**config.mk**
```make
export PLATFORM = sky130hd
export DESIGN_NAME = video_decoder_proc_controls
export DESIGN_NICKNAME = d
export VERILOG_FILES = /design/src/shared/proc_ctrl_pkg.sv /design/src/hw/video_decoder_proc_controls.sv
export SDC_FILE = /design/constraint.sdc
export NUM_CORES = 1
export LEC_CHECK = 0
export BUFFER_PORTS_ARGS = -buffer_cell sky130_fd_sc_hd__buf_2
export CORE_ASPECT_RATIO = 0.7
export CORE_MARGIN = 1
export CORE_UTILIZATION = 50
export DETAILED_ROUTE_END_ITERATION = 16
export GPL_TIMING_DRIVEN = 0
export PLACE_DENSITY = 0.72
export SLEW_MARGIN = 20
export SYNTH_ARGS = -nofsm -noshare
export SYNTH_HDL_FRONTEND = slang
export SYNTH_SLANG_ARGS = --single-unit
```
**constraint.sdc**
```tcl
create_clock -name mclk_in -period 5.08 [get_ports mclk_in]
set_clock_uncertainty 0.2 [all_clocks]
set_input_delay 0.254 -clock mclk_in [delete_from_list [all_inputs] [get_ports mclk_in]]
set_output_delay 0.254 -clock mclk_in [all_outputs]
set_load 0.02 [all_outputs]
```
**src/shared/proc_ctrl_pkg.sv**
```systemverilog
// constants and carrier types for the video processing control registers
package proc_ctrl_pkg;

    // -------------------------------------------------------------------
    // register indices
    // -------------------------------------------------------------------
    localparam logic [7:0] IDX_CHROMA_LAG   = 8'h13; // lag and phase compare
    localparam logic [7:0] IDX_SUBCARRIER_DECODE_CTRL_STATUS        = 8'h14; // subcarrier_decode_ctrl_status ctrl and status
    localparam logic [7:0] IDX_COLOR_GAIN   = 8'h15; // saturation
    localparam logic [7:0] IDX_TINT         = 8'h16; // hue
    localparam logic [7:0] IDX_VERT_A       = 8'h17; // luma vertical control
    localparam logic [7:0] IDX_VERT_B       = 8'h18; // scale mode, horiz luma
    localparam logic [7:0] IDX_VERT_C       = 8'h19; // chroma comb, vact gate
    localparam logic [7:0] IDX_HRATIO_LOW   = 8'h1a; // ratio low, gate mode
    localparam logic [7:0] IDX_HRATIO_HIGH  = 8'h1b; // horizontal ratio high
    localparam logic [7:0] IDX_VRATIO_LOW   = 8'h1c; // ratio low, comb bits
    localparam logic [7:0] IDX_VRATIO_HIGH  = 8'h1d; // vertical ratio high

    // -------------------------------------------------------------------
    // reset values
    // -------------------------------------------------------------------
    localparam logic [7:0] RST_ZERO         = 8'h00; // most registers
    localparam logic [7:0] RST_VERT_C       = 8'h03; // both vact enables on

    // -------------------------------------------------------------------
    // field positions
    // -------------------------------------------------------------------
    localparam int POS_LAG_LO        = 4; // chroma lag [7:4]
    localparam int POS_FSC_FOUND     = 7; // subcarrier found, read only
    localparam int POS_SECAM_FOUND   = 6; // secam found, read only
    localparam int POS_SUBCARRIER_DECODE_CTRL_STATUS_BYPASS  = 5; // subcarrier_decode_ctrl_status lowpass bypass
    localparam int POS_FOLLOW_MODE   = 4; // colour follow mode
    localparam int POS_FSC_OVR_LO    = 2; // subcarrier override [3:2]
    localparam int POS_SECAM_OVR_LO  = 0; // secam override [1:0]
    localparam int POS_LUMA_MANUAL   = 7; // luma comb manual
    localparam int POS_LUMA_COEF_LO  = 4; // luma comb coef [6:4]
    localparam int POS_TAP_SELECT    = 3; // vertical tap select
    localparam int POS_VFILT_LO      = 0; // luma vertical filter [2:0]
    localparam int POS_HLPF_LO       = 5; // horizontal lowpass [7:5]
    localparam int POS_DECIM_WIDE    = 4; // decimation wide
    localparam int POS_DECIM_DIS     = 3; // decimation disable
    localparam int POS_VSCALE_LO     = 1; // vertical scale mode [2:1]
    localparam int POS_CHR_MANUAL    = 7; // chroma comb manual
    localparam int POS_CHR_COEF_LO   = 4; // chroma comb coef [6:4]
    localparam int POS_ACOMB_EN      = 3; // adaptive comb enable
    localparam int POS_VERT_BW       = 2; // luma vertical bandwidth
    localparam int POS_VACT_EVEN     = 1; // vact enable even field
    localparam int POS_VACT_ODD      = 0; // vact enable odd field
    localparam int POS_GATE_MODE     = 0; // comb gate mode
    localparam int POS_ACOMB_COEF    = 1; // adaptive comb coef set
    localparam int POS_ACOMB_THR     = 0; // adaptive comb threshold

    // -------------------------------------------------------------------
    // codes
    // -------------------------------------------------------------------
    localparam logic [1:0] OVR_AUTO      = 2'h0; // follow the detector
    localparam logic [1:0] OVR_FORCE_NO  = 2'h2; // force not secam / 4.43
    localparam logic [1:0] OVR_FORCE_YES = 2'h3; // force secam / 3.58
    localparam logic [2:0] CHR_COEF_OFF  = 3'h7; // chroma comb output off
    localparam logic [1:0] VSCALE_ON     = 2'h0; // scaler active

    // filter path selections for scaler and comb
    typedef enum logic [1:0] {
        PATH_OFF  = 2'h0,
        PATH_LPF  = 2'h1,
        PATH_FULL = 2'h2,
        PATH_HPF  = 2'h3
    } path_t;

    // -------------------------------------------------------------------
    // decoded control handed to the datapaths
    // -------------------------------------------------------------------
    typedef struct packed {
        logic        secam_assumed;    // secam decoding in use
        logic        fsc_358;          // 3.58 mhz subcarrier in use
        logic        track_field_only; // tracking on field rate alone
        logic        subcarrier_decode_ctrl_status_lpf_bypass; // skip demodulator lowpass
        logic [7:0]  color_gain;       // saturation value
        logic        gain_signed;      // gain is two's complement
        logic [7:0]  tint;             // signed phase, 1.41 deg per lsb
        path_t       scaler_path;      // vertical scaler luma path
        path_t       comb_path;        // luma comb path
        logic        five_tap;         // 5-tap vertical scaler
        logic [2:0]  luma_coef;        // luma comb coefficient set
        logic        luma_coef_auto;   // luma set from the standard
        logic        vscale_on;        // vertical scaling active
        logic [1:0]  line_delay;       // lines of delay when off
        logic        decim_on;         // luma decimation active
        logic        decim_wide;       // decimation 1 mhz wider
        logic [2:0]  hlpf_bw;          // horizontal luma bandwidth code
        logic        luma_vert_reduced;// reduced vertical bandwidth
        logic        acomb_on;         // ntsc adaptive comb on
        logic        acomb_coef75;     // 75 percent comb set
        logic        acomb_thr_low;    // low threshold
        logic [2:0]  chroma_coef;      // chroma comb coefficient set
        logic        chroma_coef_auto; // chroma set from the standard
        logic        chroma_mute;      // chroma comb output off
        logic [3:0]  chroma_lag;       // chroma delay code
        logic [14:0] horiz_ratio;      // ratio over 2^15
        logic [13:0] vert_ratio;       // ratio over 2^14
    } proc_ctrl_t;

endpackage : proc_ctrl_pkg

```
**src/hw/video_decoder_proc_controls.sv**
```systemverilog
// control and status registers for the decoder processing stages
`timescale 1ns/1ps
`default_nettype none

module video_decoder_proc_controls (
    input  wire logic                      mclk_in,        // pixel clock
    input  wire logic                      rst_n_in,       // async reset
    input  wire logic                      reg_wr_in,      // write strobe
    input  wire logic                      reg_rd_in,      // read strobe
    input  wire logic [7:0]                reg_idx_in,     // register index
    input  wire logic [7:0]                reg_wdata_in,   // write data
    output logic      [7:0]                reg_rdata_out,  // read data
    input  wire logic                      secam_det_in,   // detector secam
    input  wire logic                      fsc_det_in,     // detector 3.58
    input  wire logic                      test_gain_in,   // test gain mode
    input  wire logic [2:0]                auto_luma_in,   // standard luma set
    input  wire logic [2:0]                auto_chroma_in, // standard chroma
    input  wire logic                      vsync_in,       // vertical sync
    input  wire logic                      odd_field_in,   // odd field flag
    input  wire logic                      vact_in,        // raw vert active
    input  wire logic                      comb_en_in,     // internal comb en
    output proc_ctrl_pkg::proc_ctrl_t      ctrl_out,       // decoded controls
    output logic                           vact_out,       // gated vert active
    output logic                           comb_gate_out   // comb enable
);

    // -------------------------------------------------------------------
    // storage
    // -------------------------------------------------------------------
    logic [7:0]  lag_reg;          // chroma lag and phase compare
    logic [5:0]  subcarrier_decode_ctrl_status_reg;        // writable subcarrier_decode_ctrl_status bits
    logic [7:0]  gain_reg;         // colour gain
    logic [7:0]  tint_reg;         // tint angle
    logic [7:0]  vert_a_reg;       // vertical processing a
    logic [7:0]  vert_b_reg;       // vertical processing b
    logic [7:0]  vert_c_reg;       // vertical processing c
    logic [7:0]  hlow_reg;         // horizontal ratio low
    logic [7:0]  hhigh_reg;        // horizontal ratio high
    logic [7:0]  vlow_reg;         // vertical ratio low
    logic [7:0]  vhigh_reg;        // vertical ratio high

    logic [14:0] hratio_act_reg;   // horizontal ratio in use
    logic [13:0] vratio_act_reg;   // vertical ratio in use

    logic        vsync_d_reg;      // vsync delayed for edge
    logic [7:0]  rdata_next;       // read mux result
    proc_ctrl_pkg::proc_ctrl_t ctrl_next; // decoded controls

    // -------------------------------------------------------------------
    // helpers
    // -------------------------------------------------------------------
    // write hit on one index
    function automatic logic wr_hit(input logic we, input logic [7:0] idx,
                                    input logic [7:0] want);
        wr_hit = we && (idx == want);
    endfunction : wr_hit

    // override code against detector level
    function automatic logic apply_ovr(input logic [1:0] code,
                                       input logic det);
        case (code)
            proc_ctrl_pkg::OVR_FORCE_NO:  apply_ovr = 1'b0;
            proc_ctrl_pkg::OVR_FORCE_YES: apply_ovr = 1'b1;
            // codes 0 and 1 follow the detector
            default:                      apply_ovr = det;
        endcase
    endfunction : apply_ovr

    // -------------------------------------------------------------------
    // field decode
    // -------------------------------------------------------------------
    wire [1:0] secam_ovr  = subcarrier_decode_ctrl_status_reg[proc_ctrl_pkg::POS_SECAM_OVR_LO +: 2];
    wire [1:0] fsc_ovr    = subcarrier_decode_ctrl_status_reg[proc_ctrl_pkg::POS_FSC_OVR_LO +: 2];
    wire [2:0] vfilt_code = vert_a_reg[proc_ctrl_pkg::POS_VFILT_LO +: 3];
    wire       luma_man   = vert_a_reg[proc_ctrl_pkg::POS_LUMA_MANUAL];
    wire [2:0] luma_man_c = vert_a_reg[proc_ctrl_pkg::POS_LUMA_COEF_LO +: 3];
    wire       chr_man    = vert_c_reg[proc_ctrl_pkg::POS_CHR_MANUAL];
    wire [2:0] chr_man_c  = vert_c_reg[proc_ctrl_pkg::POS_CHR_COEF_LO +: 3];
    wire [1:0] vscale     = vert_b_reg[proc_ctrl_pkg::POS_VSCALE_LO +: 2];
    wire [2:0] chr_coef   = chr_man ? chr_man_c : auto_chroma_in;

    // ratio shadows load on the first cycle of sync
    wire       vsync_rise = vsync_in && !vsync_d_reg;

    // enable bit of the field now in progress
    wire       field_en   = odd_field_in ?
                            vert_c_reg[proc_ctrl_pkg::POS_VACT_ODD] :
                            vert_c_reg[proc_ctrl_pkg::POS_VACT_EVEN];
    wire       vact_gated = vact_in && field_en;

    // comb gate source select
    wire       gate_mode  = hlow_reg[proc_ctrl_pkg::POS_GATE_MODE];
    wire       comb_next  = gate_mode ? vact_gated : comb_en_in;

    // scaler path for each filter code
    function automatic proc_ctrl_pkg::path_t scaler_of(input logic [2:0] c);
        case (c)
            3'h1:    scaler_of = proc_ctrl_pkg::PATH_FULL;
            3'h2:    scaler_of = proc_ctrl_pkg::PATH_OFF;
            3'h3:    scaler_of = proc_ctrl_pkg::PATH_LPF;
            3'h4:    scaler_of = proc_ctrl_pkg::PATH_OFF;
            // codes 5 to 7 act as code 0
            default: scaler_of = proc_ctrl_pkg::PATH_LPF;
        endcase
    endfunction : scaler_of

    // comb path for each filter code
    function automatic proc_ctrl_pkg::path_t comb_of(input logic [2:0] c);
        case (c)
            3'h1:    comb_of = proc_ctrl_pkg::PATH_OFF;
            3'h2:    comb_of = proc_ctrl_pkg::PATH_FULL;
            3'h3:    comb_of = proc_ctrl_pkg::PATH_OFF;
            3'h4:    comb_of = proc_ctrl_pkg::PATH_HPF;
            // codes 5 to 7 act as code 0
            default: comb_of = proc_ctrl_pkg::PATH_HPF;
        endcase
    endfunction : comb_of

    // -------------------------------------------------------------------
    // decoded control
    // -------------------------------------------------------------------
    always_comb begin
        ctrl_next.secam_assumed     = apply_ovr(secam_ovr, secam_det_in);

        ctrl_next.fsc_358           = apply_ovr(fsc_ovr, fsc_det_in);

        ctrl_next.track_field_only  =
            subcarrier_decode_ctrl_status_reg[proc_ctrl_pkg::POS_FOLLOW_MODE];

        ctrl_next.subcarrier_decode_ctrl_status_lpf_bypass  =
            subcarrier_decode_ctrl_status_reg[proc_ctrl_pkg::POS_SUBCARRIER_DECODE_CTRL_STATUS_BYPASS];

        ctrl_next.color_gain        = gain_reg;
        ctrl_next.gain_signed       = !test_gain_in;

        ctrl_next.tint              = tint_reg;

        ctrl_next.scaler_path       = scaler_of(vfilt_code);
        ctrl_next.comb_path         = comb_of(vfilt_code);

        ctrl_next.five_tap          =
            vert_a_reg[proc_ctrl_pkg::POS_TAP_SELECT];

        ctrl_next.luma_coef         = luma_man ? luma_man_c : auto_luma_in;
        ctrl_next.luma_coef_auto    = !luma_man;

        ctrl_next.vscale_on         = (vscale == proc_ctrl_pkg::VSCALE_ON);
        ctrl_next.line_delay        = (vscale == proc_ctrl_pkg::VSCALE_ON) ?
                                      2'h0 : vscale - 2'h1;

        ctrl_next.decim_on          =
            !vert_b_reg[proc_ctrl_pkg::POS_DECIM_DIS];
        ctrl_next.decim_wide        =
            vert_b_reg[proc_ctrl_pkg::POS_DECIM_WIDE];

        ctrl_next.hlpf_bw           =
            vert_b_reg[proc_ctrl_pkg::POS_HLPF_LO +: 3];

        ctrl_next.luma_vert_reduced =
            vert_c_reg[proc_ctrl_pkg::POS_VERT_BW];

        ctrl_next.acomb_on          =
            vert_c_reg[proc_ctrl_pkg::POS_ACOMB_EN];

        ctrl_next.acomb_coef75      =
            vlow_reg[proc_ctrl_pkg::POS_ACOMB_COEF];
        ctrl_next.acomb_thr_low     =
            vlow_reg[proc_ctrl_pkg::POS_ACOMB_THR];

        ctrl_next.chroma_coef       = chr_coef;
        ctrl_next.chroma_coef_auto  = !chr_man;
        ctrl_next.chroma_mute       =
            chr_man && (chr_man_c == proc_ctrl_pkg::CHR_COEF_OFF);

        ctrl_next.chroma_lag        = lag_reg[proc_ctrl_pkg::POS_LAG_LO +: 4];
        ctrl_next.horiz_ratio       = hratio_act_reg;
        ctrl_next.vert_ratio        = vratio_act_reg;
    end

    // -------------------------------------------------------------------
    // read mux
    // -------------------------------------------------------------------
    always_comb begin
        case (reg_idx_in)
            proc_ctrl_pkg::IDX_CHROMA_LAG:  rdata_next = lag_reg;
            proc_ctrl_pkg::IDX_SUBCARRIER_DECODE_CTRL_STATUS:       rdata_next = {fsc_det_in,
                                                          secam_det_in,
                                                          subcarrier_decode_ctrl_status_reg};
            proc_ctrl_pkg::IDX_COLOR_GAIN:  rdata_next = gain_reg;
            proc_ctrl_pkg::IDX_TINT:        rdata_next = tint_reg;
            proc_ctrl_pkg::IDX_VERT_A:      rdata_next = vert_a_reg;
            proc_ctrl_pkg::IDX_VERT_B:      rdata_next = vert_b_reg;
            proc_ctrl_pkg::IDX_VERT_C:      rdata_next = vert_c_reg;
            proc_ctrl_pkg::IDX_HRATIO_LOW:  rdata_next = hlow_reg;
            proc_ctrl_pkg::IDX_HRATIO_HIGH: rdata_next = hhigh_reg;
            proc_ctrl_pkg::IDX_VRATIO_LOW:  rdata_next = vlow_reg;
            proc_ctrl_pkg::IDX_VRATIO_HIGH: rdata_next = vhigh_reg;
            default:                        rdata_next = 8'h00;
        endcase
    end

    // -------------------------------------------------------------------
    // register writes
    // -------------------------------------------------------------------
    always_ff @(posedge mclk_in or negedge rst_n_in) begin
        if (!rst_n_in) begin
            lag_reg    <= proc_ctrl_pkg::RST_ZERO;
            subcarrier_decode_ctrl_status_reg  <= 6'h00;
            gain_reg   <= proc_ctrl_pkg::RST_ZERO;
            tint_reg   <= proc_ctrl_pkg::RST_ZERO;
            vert_a_reg <= proc_ctrl_pkg::RST_ZERO;
            vert_b_reg <= proc_ctrl_pkg::RST_ZERO;
            vert_c_reg <= proc_ctrl_pkg::RST_VERT_C;
            hlow_reg   <= proc_ctrl_pkg::RST_ZERO;
            hhigh_reg  <= proc_ctrl_pkg::RST_ZERO;
            vlow_reg   <= proc_ctrl_pkg::RST_ZERO;
            vhigh_reg  <= proc_ctrl_pkg::RST_ZERO;
        end else begin
            if (wr_hit(reg_wr_in, reg_idx_in, proc_ctrl_pkg::IDX_CHROMA_LAG))
                lag_reg <= reg_wdata_in;

            // status bits are not writable
            if (wr_hit(reg_wr_in, reg_idx_in, proc_ctrl_pkg::IDX_SUBCARRIER_DECODE_CTRL_STATUS))
                subcarrier_decode_ctrl_status_reg <= reg_wdata_in[5:0];

            if (wr_hit(reg_wr_in, reg_idx_in, proc_ctrl_pkg::IDX_COLOR_GAIN))
                gain_reg <= reg_wdata_in;

            if (wr_hit(reg_wr_in, reg_idx_in, proc_ctrl_pkg::IDX_TINT))
                tint_reg <= reg_wdata_in;

            if (wr_hit(reg_wr_in, reg_idx_in, proc_ctrl_pkg::IDX_VERT_A))
                vert_a_reg <= reg_wdata_in;

            // bit 0 of this one is fixed at zero
            if (wr_hit(reg_wr_in, reg_idx_in, proc_ctrl_pkg::IDX_VERT_B))
                vert_b_reg <= {reg_wdata_in[7:1], 1'b0};

            if (wr_hit(reg_wr_in, reg_idx_in, proc_ctrl_pkg::IDX_VERT_C))
                vert_c_reg <= reg_wdata_in;

            if (wr_hit(reg_wr_in, reg_idx_in, proc_ctrl_pkg::IDX_HRATIO_LOW))
                hlow_reg <= reg_wdata_in;

            if (wr_hit(reg_wr_in, reg_idx_in, proc_ctrl_pkg::IDX_HRATIO_HIGH))
                hhigh_reg <= reg_wdata_in;

            if (wr_hit(reg_wr_in, reg_idx_in, proc_ctrl_pkg::IDX_VRATIO_LOW))
                vlow_reg <= reg_wdata_in;

            if (wr_hit(reg_wr_in, reg_idx_in, proc_ctrl_pkg::IDX_VRATIO_HIGH))
                vhigh_reg <= reg_wdata_in;
        end
    end

    // -------------------------------------------------------------------
    // ratio shadows, loaded on vsync rising edge
    // -------------------------------------------------------------------
    // both bytes land together, so a pair written between syncs never
    // reaches the scaler half old and half new
    always_ff @(posedge mclk_in or negedge rst_n_in) begin
        if (!rst_n_in) begin
            vsync_d_reg    <= 1'b0;
            hratio_act_reg <= 15'h0000;
            vratio_act_reg <= 14'h0000;
        end else begin
            vsync_d_reg <= vsync_in;

            if (vsync_rise) begin
                hratio_act_reg <= {hhigh_reg, hlow_reg[7:1]};
                vratio_act_reg <= {vhigh_reg, vlow_reg[7:2]};
            end
        end
    end

    // -------------------------------------------------------------------
    // output flops
    // -------------------------------------------------------------------
    always_ff @(posedge mclk_in or negedge rst_n_in) begin
        if (!rst_n_in) begin
            ctrl_out      <= '0;
            vact_out      <= 1'b0;
            comb_gate_out <= 1'b0;
            reg_rdata_out <= 8'h00;
        end else begin
            // controls and gated strobes lag their cause by one
            ctrl_out      <= ctrl_next;
            vact_out      <= vact_gated;
            comb_gate_out <= comb_next;
            // read data held until the next read
            if (reg_rd_in)
                reg_rdata_out <= rdata_next;
        end
    end

endmodule : video_decoder_proc_controls

`default_nettype wire

```
Yosys cells after proc, flatten, opt, wreduce, memory -nomap -nowiden
Index checks and enable logic that the tools add are counted.
W data, S select, Z words.
- equality and inequality tests: 20
- add/subtract/negate cells: 1
- muxes and demuxes: 10
- reduce and logical (&&, ||, !) cells: 22
- operator list (operator ; number):
    $eq A8 B5 Y1 const B ; 11
    $pmux W8 S11 ; 1
    $logic_and A1 B1 Y1 ; 14
    $eq A2 B2 Y1 const B ; 4
    $pmux W2 S2 ; 2
    $eq A3 B2 Y1 const B ; 2
    $eq A3 B3 Y1 const B ; 2
    $mux W3 ; 2
    $logic_not A1 Y1 ; 5
    $pmux W1 S2 ; 2
    $reduce_or A2 Y1 ; 2
    $eq A3 B1 Y1 const B ; 1
    $logic_not A2 Y1 ; 1
    $mux W1 ; 2
    $mux W2 ; 1
    $sub A2 B1 Y2 const B ; 1
- register bits: 205
- logic and storage cells: 97
- input port bits: 33
- output and inout bits: 90

Longest topological paths before layout
- word-level depth: 3
- depth in mapped cells: 8
- depth with buffers taken out: 5

Least setup slack after synthesis
No wires, ideal clock.
- kind: input -> register
- from: in reg_idx_in[5]
- to: reg lag_reg[7]
- cell stages on the path: 5
- arrival time: 1.721 ns
- data required time: 4.755 ns
- slack: 3.034 ns
- path buffers: 1
- setup time: 0.125 ns
- path through: or4b_1 buf_4 nor4_4 nand2_4 mux2_4
- cells in the longest elaborated chain, start to end: 2
- ends and longest elaborated chain (element ; line ; RTL):
    from (decl) ; video_decoder_proc_controls.sv:10 ; input wire logic [7:0] reg_idx_in,
    $eq A8 B5 Y1 ; video_decoder_proc_controls.sv:55 ; wr_hit = we && (idx == want);
    $logic_and A1 B1 Y1 ; video_decoder_proc_controls.sv:55 ;
    to (signal assigned) ; video_decoder_proc_controls.sv:207 ; lag_reg <= proc_ctrl_pkg::RST_ZERO;
    to (signal assigned) ; video_decoder_proc_controls.sv:220 ; lag_reg <= reg_wdata_in;
    to (decl) ; video_decoder_proc_controls.sv:30 ; logic [7:0] lag_reg;
Every way passes these cells.
A chain may end at the register's enable or synchronous reset.

Worst setup path after layout
- from: in reg_idx_in[5]
- to: reg gain_reg[6]
- cells in the longest elaborated chain, start to end: 2
- ends and longest elaborated chain (element ; line ; RTL):
    $eq A8 B5 Y1 ; video_decoder_proc_controls.sv:55 ;
    $logic_and A1 B1 Y1 ; video_decoder_proc_controls.sv:55 ;
    to (signal assigned) ; video_decoder_proc_controls.sv:209 ; gain_reg <= proc_ctrl_pkg::RST_ZERO;
    to (signal assigned) ; video_decoder_proc_controls.sv:227 ; gain_reg <= reg_wdata_in;
    to (decl) ; video_decoder_proc_controls.sv:32 ; logic [7:0] gain_reg;
Every way passes these cells.

==> results.json <==
{
  "die_x_um": 151.4,
  "io_pins": 123,
  "numCtsBuffers": 20,
  "synthTopCellsByCount": "203 x dfrtp_1, 98 x mux2_2, 21 x mux2_1",
  "vias": 4940,
  "power_density_nw_per_um2": 375.8,
  "syn_area_per_cell_um2": 15.02,
  "final-max-slew-violation-count": 0,
  "cts_tree": "built",
  "worst_skew_pair.late_latency_ns": 0.49,
  "r2r-start": "vsync_d_reg",
  "hold_ws_ns": 0.06390,
  "max_freq_mhz": 430.5,
  "max_cap_violations": 0,
  "vias_per_cell": 5.557,
  "hpwl_mm": 13.58,
  "irDropWorstVdd_uv": 246.2,
  "p_total_w": 0.003598,
  "cp.required_ns": 5.25,
  "yosys_warnings": 0,
  "area_growth_pct": 22.62,
  "grt_max_degree": 106,
  "final-setup-viol-count": 0,
  "routedWlPerCell_um": 22.23,
  "synth.most_common_cell": "dfrtp_1",
  "drt_wl_total_mm": 19.76,
  "setup_tns_ns": 0,
  "ys_types": 56,
  "start_util_pct": 52.22,
  "p_leak_nw": 4.934,
  "hold_viol": 0,
  "synth_area_um2": 7809,
  "synth_compound_area_share_pct": 4.647,
  "gp_congestion": 0.8926,
  "drive_gt1_share_pct": 40.40,
  "clk_path_buf_depth": 3,
  "largest_register_ffs": 80,
  "drt_iter0_markers": 216,
  "layout.nets": 713,
  "critPathKind": "primary input to flip-flop",
  "synth_top_family_by_area": "multiplexers",
  "rsz0062_at_grt": "false",
  "dr.pass1.iters": 6,
  "min_from": "reg_rd_in",
  "clk_pin_slew_ns": 0.07,
  "die_h_um": 106.6,
  "synthMuxAreaShare_pct": 21.36,
  "syn_inst": 520,
  "arrival_ns": 2.50,
  "route.detailed.drc": 0,
  "grt_pass1_vias": 4999,
  "fin_ws_ns": 2.757,
  "clock_sink_count": 205,
  "synth_area_leaders": "dfrtp_1 65%, mux2_2 14%, mux2_1 3.0%",
  "async_flop_share_pct": 100.0,
  "root_buffer": "clkbuf_16",
  "status": "complete, no violations",
  "ys_seq_area_share_pct": 65.73,
  "hold_path_class": "primary input to flip-flop",
  "synth-xor-area-share_pct": 0.1122,
  "cts_max_level": 1,
  "crit_path_start": "reg_idx_in[5]",
  "rows": 37,
  "synth_top_area_cell": "dfrtp_1",
  "max-slew-margin-rel_pct": 47.52,
  "io_buffers": 117,
  "synthAdderAreaFrac_pct": 0,
  "cp-end-kind": "flip-flop",
  "coreArea_um2": 14950,
  "grt_overflow": 0,
  "gr-usage-all-layers_pct": 25.93,
  "worstMarginPinSlew_ns": 0.7872,
  "ys.flop_type": "dfrtp_1",
  "synth_enable_flop_cells": 0,
  "antenna_found_initial": 0,
  "dp_slack_ns": 2.254,
  "period_minus_slack_ns": 2.323,
  "grt_pass1_wl_mm": 30.40,
  "ant_nets": 0,
  "synth_top_area_share_pct": 65.05,
  "syn_nets": 553,
  "yosys.area_share.simple_pct": 6.057,
  "start_kind": "primary input",
  "dieArea_um2": 16130,
  "synth-seq-cells": 205,
  "cp_max_fo": 10,
  "finalCritPeriodShare_pct": 45.73
}
worst paths after layout:
kind	cells past startpoint	endpoint	slack, ns
worst max-delay path	6	gain_reg[6]	2.76
worst min-delay path	2	reg_rdata_out[4]	0.06
worst max register to register	4	hratio_act_reg[11]	2.84
worst min register to register	0	ctrl_out[19]	0.17
max in group asynchronous	3	hhigh_reg[0]	3.55
min in group asynchronous	2	ctrl_out[12]	0.17
layer usage:
layer / global-route usage (%) / vias to the layer above / share of wire (%)
met2: 37.83 / 158 / 44
met1: 40.91 / 2567 / 50
met3: 4.249 / 26 / 5.0
met4: 4.714 / 0 / 1.6
met5: 0 / - / 0
li1: - / 2189 / -
placed cells by master (no fill, tap or decap), types with 3 or more instances in the layout:
cell type / n
o22ai_1: 7
mux2_4: 8
nand2b_1: 4
o21ai_0: 6
dfrtp_1: 203
mux2_2: 98
nor2_2: 4
nor2b_1: 6
mux2_1: 21
nand4_1: 4
and3_1: 6
o32ai_1: 3
nand3b_1: 3
inv_1: 13
a21oi_1: 6
clkbuf_1: 17
a211oi_1: 3
buf_1: 5
clkbuf_8: 6
nor4_1: 3
nor2_1: 10
clkbuf_16: 21
mux4_2: 3
nand3_1: 11
nand2_1: 17
dlygate4sd3_1: 20
mux2i_1: 14
a22oi_1: 5
buf_2: 124
cell families (layout without fill, tap and decap cells):
family	count (synthesis)	in the layout
other	0	1
muxes	144	144
AOI/OAI and AO/OA	50	50
buffers and inverters	40	213
xor gates and xnor gates	1	1
and+or+nand+nor	80	80
DFF	205	205
area by class of cell:
type,count,area (µm²)
fillers,1116,5378
flip-flops and latches,205,5132
multi-input cells,275,2512
repair buffers,138,823.3
clock buffers,31,623.1
well taps,195,244.0
plain buffers,27,115.1
clock inverters,4,73.82
inverters,13,48.80
diodes,1,2.502
repair_timing:
| item | CTS | global route |
|---|---|---|
| hold buffers | 20 | 0 |
| setup buffers | 0 | 0 |
| resized for setup | 0 | 0 |
| endpoints found under the hold margin | 117 | 0 |
where the power goes:
group | internal [W] | switching (W)
logic | 0.000112 | 0.000178
clock network | 0.000945 | 0.000597
registers | 0.00172 | 0.0000499
total | 0.00277 | 0.000825
metrics by stage:
stage	std cells	utilization, %	area, µm²
floorplan	520	-	7809
global placement	832	57.77	8638
detailed placement	833	58.02	8676
CTS	888	64.02	9573
global route	888	64.02	9573
finish	889	64.04	9575
critical path, cell delays in order:
cell	delay, ns
buf_2	0.11
nor4b_2	0.54
buf_2	0.35
nand2_1	0.31
nor2_2	0.52
mux2_2	0.40
Power figures use the tool's default switching activity.
